File: src/touch_xform.sv
// package of shared constants and the coordinate transform module
`timescale 1ns/100ps
`default_nettype none
// ---------------------------------------------------------------------------
// shared constants
// ---------------------------------------------------------------------------
package touch_pkg;
   // acquisition mode codes
   localparam logic [1:0] MODE_OFF     = 2'h0;  // acquisition stopped
   localparam logic [1:0] MODE_ONESHOT = 2'h1;  // one per host write
   localparam logic [1:0] MODE_FRAME   = 2'h2;  // one per frame sync
   localparam logic [1:0] MODE_CONT    = 2'h3;  // free running
   // converter, coordinate and coefficient widths
   localparam int         ADC_W        = 10;    // converter result width
   localparam int         CRD_W        = 16;    // register field width
   localparam int         COEF_W       = 32;    // transform coefficient
   localparam int         FRAC_BITS    = 16;    // coefficient fraction bits
   // no-touch readout values and adc padding
   localparam logic [15:0] RAW_NONE    = 16'hffff;  // raw field, no touch
   localparam logic [15:0] SCR_NONE    = 16'h8000;  // screen field, no touch
   localparam logic [15:0] RZ_NONE     = 16'h7fff;  // pressure, no touch
   localparam logic [7:0]  TAG_NONE    = 8'h00;     // tag with no touch
   localparam logic [5:0]  ZPAD        = 6'h00;     // widen adc to 16 bits
   // input multiplexer selects
   localparam logic [1:0] MUX_XPL      = 2'h0;  // sense for x position
   localparam logic [1:0] MUX_YPL      = 2'h1;  // sense for y position
   localparam logic [1:0] MUX_ZPL      = 2'h2;  // sense contact resistance
   // timing
   localparam int         CLK_HZ       = 10_000_000;  // system clock
   localparam int         CONT_PERIOD_US = 1000;      // continuous spacing
   localparam int         CONT_CYCLES_DEF =
      CONT_PERIOD_US * (CLK_HZ / 1_000_000);          // cycles per sample
endpackage

// ---------------------------------------------------------------------------
// transform: screen = (a*x + b*y + c) >> frac, saturated, one cycle latency
// ---------------------------------------------------------------------------
module touch_xform (
   input  wire logic                         clk,     // system clock
   input  wire logic                         rst,     // async reset, high
   input  wire logic                         go,      // start pulse
   input  wire logic [touch_pkg::ADC_W-1:0]  x,       // raw x
   input  wire logic [touch_pkg::ADC_W-1:0]  y,       // raw y
   input  wire logic [touch_pkg::COEF_W-1:0] coef_a,  // x gain for screen x
   input  wire logic [touch_pkg::COEF_W-1:0] coef_b,  // y gain for screen x
   input  wire logic [touch_pkg::COEF_W-1:0] coef_c,  // offset of screen x
   input  wire logic [touch_pkg::COEF_W-1:0] coef_d,  // x gain for screen y
   input  wire logic [touch_pkg::COEF_W-1:0] coef_e,  // y gain for screen y
   input  wire logic [touch_pkg::COEF_W-1:0] coef_f,  // offset of screen y
   output logic      [touch_pkg::CRD_W-1:0]  sx,      // screen x, registered
   output logic      [touch_pkg::CRD_W-1:0]  sy,      // screen y, registered
   output logic                              done     // result valid pulse
);
   import touch_pkg::*;

   localparam int SUM_W = COEF_W + ADC_W + 3;  // room for two products
   localparam logic signed [SUM_W-1:0] VMAX = 45'sh0000_0000_7fff;
   localparam logic signed [SUM_W-1:0] VMIN = 45'sh1fff_ffff_8000;

   typedef struct packed {
      logic [CRD_W-1:0] sx;    // screen x result
      logic [CRD_W-1:0] sy;    // screen y result
      logic             done;  // result strobe
   } xf_s;

   xf_s q, d;  // state and its next value

   // linear combination of both axes plus offset, scaled and clamped
   function automatic logic [CRD_W-1:0] axis(
      input logic [COEF_W-1:0] g1, input logic [COEF_W-1:0] g2,
      input logic [COEF_W-1:0] off, input logic [ADC_W-1:0] v1,
      input logic [ADC_W-1:0] v2);
      logic signed [SUM_W-1:0] acc;
      acc = SUM_W'($signed(g1) * $signed({1'b0, v1}))
          + SUM_W'($signed(g2) * $signed({1'b0, v2}))
          + SUM_W'($signed(off));
      acc = acc >>> FRAC_BITS;
      if (acc > VMAX) begin  // clamp high
         axis = VMAX[CRD_W-1:0];
      end else if (acc < VMIN) begin  // clamp low
         axis = VMIN[CRD_W-1:0];
      end else begin
         axis = acc[CRD_W-1:0];
      end
   endfunction

   // next result on each start pulse
   always_comb begin
      d      = q;
      d.done = go;
      if (go) begin
         d.sx = axis(coef_a, coef_b, coef_c, x, y);
         d.sy = axis(coef_d, coef_e, coef_f, x, y);
      end
   end

   // state register
   always_ff @(posedge clk or posedge rst) begin
      if (rst) begin
         q <= '0;
      end else begin
         q <= d;
      end
   end

   assign sx   = q.sx;
   assign sy   = q.sy;
   assign done = q.done;
endmodule

`default_nettype wire
File: src/resistive_touch_engine.sv
// resistive touch engine: acquisition sequencer and readout registers
`timescale 1ns/100ps
`default_nettype none

module resistive_touch_engine #(
   parameter int CONT_CYCLES = touch_pkg::CONT_CYCLES_DEF  // cont. spacing
) (
   input  wire logic                         clk,         // system clock
   input  wire logic                         rst,         // async, high
   input  wire logic [1:0]                   mode,        // acq mode field
   input  wire logic                         mode_wr,     // mode write pulse
   input  wire logic                         frame_sync,  // frame pulse
   input  wire logic                         pen_down,    // panel contact
   input  wire logic [15:0]                  pressure_threshold_reg, // thr
   input  wire logic [touch_pkg::COEF_W-1:0] coef_a,      // transform a
   input  wire logic [touch_pkg::COEF_W-1:0] coef_b,      // transform b
   input  wire logic [touch_pkg::COEF_W-1:0] coef_c,      // transform c
   input  wire logic [touch_pkg::COEF_W-1:0] coef_d,      // transform d
   input  wire logic [touch_pkg::COEF_W-1:0] coef_e,      // transform e
   input  wire logic [touch_pkg::COEF_W-1:0] coef_f,      // transform f
   input  wire logic                         adc_done,    // result pulse
   input  wire logic [touch_pkg::ADC_W-1:0]  adc_data,    // adc result
   input  wire logic                         tag_ack,     // lookup finished
   input  wire logic [7:0]                   tag_data,    // looked-up tag
   output logic                              adc_start,   // convert pulse
   output logic [1:0]                        mux_sel,     // adc input mux
   output logic                              sw_x_drive,  // x plate switch
   output logic                              sw_y_drive,  // y plate switch
   output logic                              sw_z_drive,  // z path switch
   output logic [31:0]                       raw_coord_reg,    // x hi, y lo
   output logic [31:0]                       screen_coord_reg, // x hi, y lo
   output logic [31:0]                       tag_lookup_coord_reg, // x, y
   output logic [15:0]                       contact_resistance_reg, // rz
   output logic [7:0]                        tag_reg,     // last tag
   output logic                              tag_req,     // lookup request
   output logic                              touch_event, // pen-down pulse
   output logic                              acq_done     // update pulse
);
   import touch_pkg::*;

   // -------------------------------------------------------------------
   // state
   // -------------------------------------------------------------------
   localparam logic [15:0] CONT_LAST = 16'(CONT_CYCLES - 1);  // wrap

   typedef enum logic [4:0] {
      S_IDLE = 5'h01,  // waiting for a trigger
      S_XC   = 5'h02,  // converting x
      S_YC   = 5'h04,  // converting y
      S_ZC   = 5'h08,  // converting contact resistance
      S_XF   = 5'h10   // waiting for the transform
   } st_e;

   typedef struct packed {
      st_e              state;    // sequencer state
      logic [15:0]      cnt;      // continuous spacing counter
      logic             pend;     // trigger waiting for idle
      logic             pen;      // pen level, last cycle
      logic             pen_s;    // pen level at z conversion
      logic [ADC_W-1:0] x_s;      // captured x
      logic [ADC_W-1:0] y_s;      // captured y
      logic [ADC_W-1:0] z_s;      // captured resistance
      logic             xf_go;    // transform start
      logic             adc_start;
      logic [1:0]       mux_sel;
      logic             sw_x;
      logic             sw_y;
      logic             sw_z;
      logic [15:0]      raw_x;
      logic [15:0]      raw_y;
      logic [15:0]      scr_x;
      logic [15:0]      scr_y;
      logic [15:0]      tag_x;
      logic [15:0]      tag_y;
      logic [15:0]      rz;
      logic [7:0]       tag;
      logic             tag_req;
      logic             touched;  // last acquisition accepted
      logic             pen_evt;
      logic             acq_done;
   } eng_s;

   eng_s             q, d;       // state and next value
   logic             trig;       // acquisition trigger this cycle
   logic             accept;     // sample passes the threshold
   logic [CRD_W-1:0] xf_sx;      // transform output x
   logic [CRD_W-1:0] xf_sy;      // transform output y
   logic             xf_done;    // transform output valid

   // -------------------------------------------------------------------
   // transform
   // -------------------------------------------------------------------
   touch_xform u_xform (
      .clk    (clk),
      .rst    (rst),
      .go     (q.xf_go),
      .x      (q.x_s),
      .y      (q.y_s),
      .coef_a (coef_a),
      .coef_b (coef_b),
      .coef_c (coef_c),
      .coef_d (coef_d),
      .coef_e (coef_e),
      .coef_f (coef_f),
      .sx     (xf_sx),
      .sy     (xf_sy),
      .done   (xf_done)
   );

   // -------------------------------------------------------------------
   // next state
   // -------------------------------------------------------------------
   always_comb begin
      d           = q;
      d.adc_start = 1'b0;
      d.xf_go     = 1'b0;
      d.acq_done  = 1'b0;
      // pen detection runs in every mode, including off
      d.pen       = pen_down;
      d.pen_evt   = pen_down & ~q.pen;
      // trigger sources per mode
      trig = ((mode == MODE_ONESHOT) && mode_wr)
           | ((mode == MODE_FRAME) && frame_sync)
           | ((mode == MODE_CONT) && (q.cnt == CONT_LAST));
      // lower reading means firmer press; accept below threshold
      accept = q.pen_s && ({ZPAD, q.z_s} < pressure_threshold_reg);
      // spacing counter only runs in continuous mode
      if (mode == MODE_CONT) begin
         d.cnt = (q.cnt == CONT_LAST) ? 16'h0000 : q.cnt + 16'h0001;
      end else begin
         d.cnt = 16'h0000;
      end
      // off mode drops any waiting trigger
      if (mode == MODE_OFF) begin
         d.pend = 1'b0;
      end else if (trig) begin
         d.pend = 1'b1;
      end
      // tag lookup answer
      if (q.tag_req && tag_ack) begin
         d.tag     = tag_data;
         d.tag_req = 1'b0;
      end
      unique case (q.state)
         // idle: start on a trigger, drive x plate first
         S_IDLE: begin
            if ((mode != MODE_OFF) && (q.pend || trig)) begin
               d.pend      = 1'b0;
               d.state     = S_XC;
               d.sw_x      = 1'b1;
               d.mux_sel   = MUX_XPL;
               d.adc_start = 1'b1;
            end
         end
         // x done: switch to y plate
         S_XC: begin
            if (adc_done) begin
               d.x_s       = adc_data;
               d.state     = S_YC;
               d.sw_x      = 1'b0;
               d.sw_y      = 1'b1;
               d.mux_sel   = MUX_YPL;
               d.adc_start = 1'b1;
            end
         end
         // y done: switch to resistance path
         S_YC: begin
            if (adc_done) begin
               d.y_s       = adc_data;
               d.state     = S_ZC;
               d.sw_y      = 1'b0;
               d.sw_z      = 1'b1;
               d.mux_sel   = MUX_ZPL;
               d.adc_start = 1'b1;
            end
         end
         // resistance done: release panel, start transform
         S_ZC: begin
            if (adc_done) begin
               d.z_s   = adc_data;
               d.pen_s = q.pen;
               d.sw_z  = 1'b0;
               d.xf_go = 1'b1;
               d.state = S_XF;
            end
         end
         // transform done: publish raw, screen and pressure readouts
         S_XF: begin
            if (xf_done) begin
               d.state    = S_IDLE;
               d.acq_done = 1'b1;
               d.touched  = accept;
               // pressure reading, or default with no contact
               d.rz = q.pen_s ? {ZPAD, q.z_s} : RZ_NONE;
               if (accept) begin
                  d.raw_x = {ZPAD, q.x_s};
                  d.raw_y = {ZPAD, q.y_s};
                  d.scr_x = xf_sx;
                  d.scr_y = xf_sy;
                  // launch a lookup unless one is still running
                  if (!q.tag_req) begin
                     d.tag_req = 1'b1;
                     d.tag_x   = xf_sx;
                     d.tag_y   = xf_sy;
                  end
               end else begin
                  d.raw_x = RAW_NONE;
                  d.raw_y = RAW_NONE;
                  d.scr_x = SCR_NONE;
                  d.scr_y = SCR_NONE;
                  if (!q.tag_req) begin
                     d.tag = TAG_NONE;
                  end
               end
            end
         end
         default: begin
            d.state = S_IDLE;  // illegal code recovers to idle
         end
      endcase
   end

   // -------------------------------------------------------------------
   // state register
   // -------------------------------------------------------------------
   always_ff @(posedge clk or posedge rst) begin
      if (rst) begin
         q       <= '0;
         q.state <= S_IDLE;
         q.raw_x <= RAW_NONE;
         q.raw_y <= RAW_NONE;
         q.scr_x <= SCR_NONE;
         q.scr_y <= SCR_NONE;
         q.rz    <= RZ_NONE;
      end else begin
         q <= d;
      end
   end

   // outputs, all straight from the state register
   assign adc_start              = q.adc_start;
   assign mux_sel                = q.mux_sel;
   assign sw_x_drive             = q.sw_x;
   assign sw_y_drive             = q.sw_y;
   assign sw_z_drive             = q.sw_z;
   assign raw_coord_reg          = {q.raw_x, q.raw_y};
   assign screen_coord_reg       = {q.scr_x, q.scr_y};
   assign tag_lookup_coord_reg   = {q.tag_x, q.tag_y};
   assign contact_resistance_reg = q.rz;
   assign tag_reg                = q.tag;
   assign tag_req                = q.tag_req;
   assign touch_event            = q.pen_evt;
   assign acq_done               = q.acq_done;
endmodule

`default_nettype wire

File: config.mk
export PLATFORM = sky130hd
export DESIGN_NAME = resistive_touch_engine
export DESIGN_NICKNAME = d
export VERILOG_FILES = /design/src/touch_xform.sv /design/src/resistive_touch_engine.sv
export SDC_FILE = /design/constraint.sdc
export NUM_CORES = 2
export LEC_CHECK = 0
export ABC_CLOCK_PERIOD_IN_PS = 19800
export BUFFER_PORTS_ARGS = -buffer_cell sky130_fd_sc_hd__buf_2
export CORE_MARGIN = 1
export CORE_UTILIZATION = 35
export CTS_CLUSTER_DIAMETER = 150
export DETAILED_ROUTE_END_ITERATION = 10
export GPL_TIMING_DRIVEN = 0
export SYNTH_ARGS = -nofsm -noshare
export SYNTH_HDL_FRONTEND = slang
export SYNTH_SLANG_ARGS = --single-unit
File: constraint.sdc
create_clock -name clk -period 19.8 [get_ports clk]
set_input_delay 0 -clock clk [delete_from_list [all_inputs] [get_ports clk]]
set_output_delay 0 -clock clk [all_outputs]
set_load 0.02 [all_outputs]
==> flow_summary.ini <==
[global_routing]
grt_usage_pct = 23.20
grt_overflow = 0
grt_pass1_vias = 49100
use_met2_pct = 38.09
grt_first_pass_wirelength_um = 297800
antenna_found_initial = 44
grt_max_degree = 103
met1_usage_pct = 29.77
top_usage_layer = met2
grtUsageMet3_pct = 4.183

[critical_path]
cp-start-kind = flip-flop
cp_top_family = adder cells
crit_type = flip-flop to flip-flop
worstPathArrival_ps = 13120
path_max_fanout = 10
crit_buf_inv = 8
worstSetupEndpointType = flip-flop
critPathSlowestCell = o31ai_1
cpPeakStageDelay_ps = 870
required_ps = 20270
ff2ff_setup_slack_ps = 7140
crit_path_frequent_cell = fa_1

[placed_design]
place.gp.congestion = 0.9423
dp_hpwl_um = 166000
io_buffers = 236

[floorplanning]
io_pins = 364
die_area_um2 = 170200
core_area_um2 = 167200
row_count = 150
dieWidth_um = 412.6
die_h_um = 412.6
start_util_pct = 35.28

[clock_network]
path_clk_slew_ps = 70
cts_resized = 0
cts_root_buffer = clkbuf_16
cts_tree = done
cts_setup_buffers = 0
insertion_delay_ps = 610
cts_num_sinks = 201
htreeDepth = 1
numCtsBuffers = 26
clock_path_buffers = 3

[sta]
setup_viol = 0
tns_ps = 0
worst_pin_slew_ps = 1349
skew_ps = 33.83
maxSlewViolCount = 0
clock.fmax_mhz = 79.00
hold_viol = 0
period_share_pct = 63.93
min_period_ps = 12660
rsz0062_at_grt = no
max_slew_margin_pct = 10.08

[synthesis]
yosys_warnings = 0
yosysSeqAreaShare_pct = 8.599
synth_nets = 8519
ys_async_sr_fraction_pct = 100.0
yosys.area.top_type = fa_1
yosys_most_used_dff = dfrtp_1
ys_top_cells_by_area = fa_1 40%, ha_1 9.9%, inv_1 8.8%
netlist_instances = 6640
syn_area_um2 = 59000
synth.top_cell.area_share_pct = 39.90
synth_cell_types = 89
syn_area_per_cell_um2 = 8.886
ys_ff_latch = 201
synth-edff-count = 0

[routing]
routed_via_density = 5.027
ant_nets = 0
wl_per_cell_um = 21.22
totalWireLength_um = 194800
num_vias = 46157
dr.pass1.iters = 8
drtIter0Drc = 3180
post-route-drc-count = 0

[flow_run]
maxCapViolCount = 0

[layout]
syn_to_final_growth_pct = 8.926
drive_gt1_share_pct = 7.701
nets = 8819
largest_reg_flops = 55

[min_path]
hold_class = input port to flip-flop

[run_status]
status = finished clean
-- through the flow --
| step | instances | worst slack (ps) | cell area (um^2) | hold WS (ps) | util [%] |
|---|---|---|---|---|---|
| 4_1_cts | 9163 | 7305 | 64210 | 32.46 | 38.40 |
| 2_1_floorplan | 6640 | 10110 | 59000 | 31.43 | - |
| 6_report | 9182 | 7141 | 64270 | 60.62 | 38.43 |
| 3_5_place_dp | 9081 | 7350 | 62980 | 123.3 | 37.66 |
| 3_3_place_gp | 9080 | 7294 | 62940 | 128.4 | 37.64 |
| 5_1_grt | 9175 | 6712 | 64250 | 49.63 | 38.42 |
-- area by class of cell --
cell class | count | area [um^2]
fill | 16955 | 103000
multi-input combinational | 4617 | 46610
inverter | 1384 | 5202
sequential | 201 | 5074
tap | 2204 | 2758
buffer | 438 | 2121
timing repair buffer | 272 | 1564
clock buffer | 33 | 716.9
clock inverter | 15 | 172.7
antenna | 18 | 45.04
-- synthesized netlist by cell type, types with 25 or more instances --
| cell type | instances |
|---|---|
| dfstp_2 | 35 |
| nand2b_1 | 36 |
| clkbuf_1 | 294 |
| and3_1 | 33 |
| and2_1 | 608 |
| a31oi_1 | 29 |
| buf_4 | 124 |
| a21oi_1 | 203 |
| nand4_1 | 33 |
| dfrtp_1 | 166 |
| o21a_1 | 25 |
| ha_1 | 468 |
| mux2_2 | 39 |
| fa_1 | 1176 |
| nor2b_1 | 31 |
| a22o_1 | 31 |
| xnor2_1 | 127 |
| inv_1 | 1383 |
| nand3_1 | 56 |
| nor3_1 | 31 |
| xor2_1 | 86 |
| nand2_1 | 833 |
| o21ai_0 | 130 |
| o21bai_1 | 31 |
| nor2_1 | 163 |
| a21o_1 | 153 |
-- kinds of logic (layout without fill, tap and decap cells) --
group	count (synthesis)	after routing	share of synthesized area, %
AO/OA/AOI/OAI	790	790	8.928
XOR/XNOR	214	214	3.189
adder cells (fa/ha/maj)	1644	1644	49.83
buffers and inverters	1822	2142	12.40
flip-flops	201	201	8.599
multiplexers	57	57	1.077
other	1	19	0.006356
AND/OR/NAND/NOR	1911	1911	15.97
-- cells in the final DEF (no fill, tap or decap), drive strengths merged, types with 7 or more instances in the layout --
master / netlist / final
or3: 20 / 20
or2: 11 / 11
nand4: 33 / 33
fa: 1176 / 1176
nand3: 56 / 56
a21boi: 7 / 7
ha: 468 / 468
a22o: 31 / 31
nand2b: 36 / 36
o31ai: 16 / 16
nor2: 163 / 163
nor3: 31 / 31
nor4: 11 / 11
o22a: 21 / 21
a211o: 7 / 7
and2: 609 / 609
xor2: 86 / 86
a211oi: 15 / 15
o211ai: 11 / 11
clkbuf: 294 / 327
nor3b: 8 / 8
o21bai: 31 / 31
buf: 144 / 382
and3: 33 / 33
a31oi: 29 / 29
nor2b: 31 / 31
xnor2: 128 / 128
a21oi: 214 / 214
clkinv: 0 / 7
o21a: 25 / 25
o22ai: 23 / 23
a21o: 153 / 153
inv: 1384 / 1389
dfstp: 35 / 35
dlygate4sd3: 0 / 34
dfrtp: 166 / 166
o21ai: 138 / 138
mux2: 52 / 52
diode: 0 / 18
nand2: 843 / 843
-- path summary, 6_finish.rpt --
check | end | cells past startpoint | from
hold reg to reg | q[164] | 1 | q[164]
setup reg to reg | u_xform.sx[9] | 38 | q[154]
max in group asynchronous | u_xform.sy[0] | 4 | rst
setup / recovery | u_xform.sx[9] | 38 | q[154]
min in group asynchronous | tag_req | 3 | rst
hold / removal | q[162] | 2 | pen_down
-- worst reg2reg max path, delay by kind of cell (launching register included) --
family                   cells  cell delay [ps]
AO/OA/AOI/OAI               12             3570
AND/OR/NAND/NOR              9             2340
flip-flops                   1              440
buffers and inverters        8             2300
XOR/XNOR                     1              160
adder cells (fa/ha/maj)      8             3730
-- timing repair --
action | in CTS | in global routing
endpoints found under the hold margin | 155 | 0
hold buffers | 34 | 0
setup endpoints to repair | 0 | 0
-- per-layer routing --
metal | vias up | routed length [um]
li1 | 20741 | -
met1 | 23469 | 79620
met2 | 1556 | 90780
met3 | 353 | 14270
met4 | 38 | 9893
met5 | - | 245
Power is left out: the tool's default activity adds up to more than one toggle a clock period on the data nets, which glitch-free logic cannot reach.
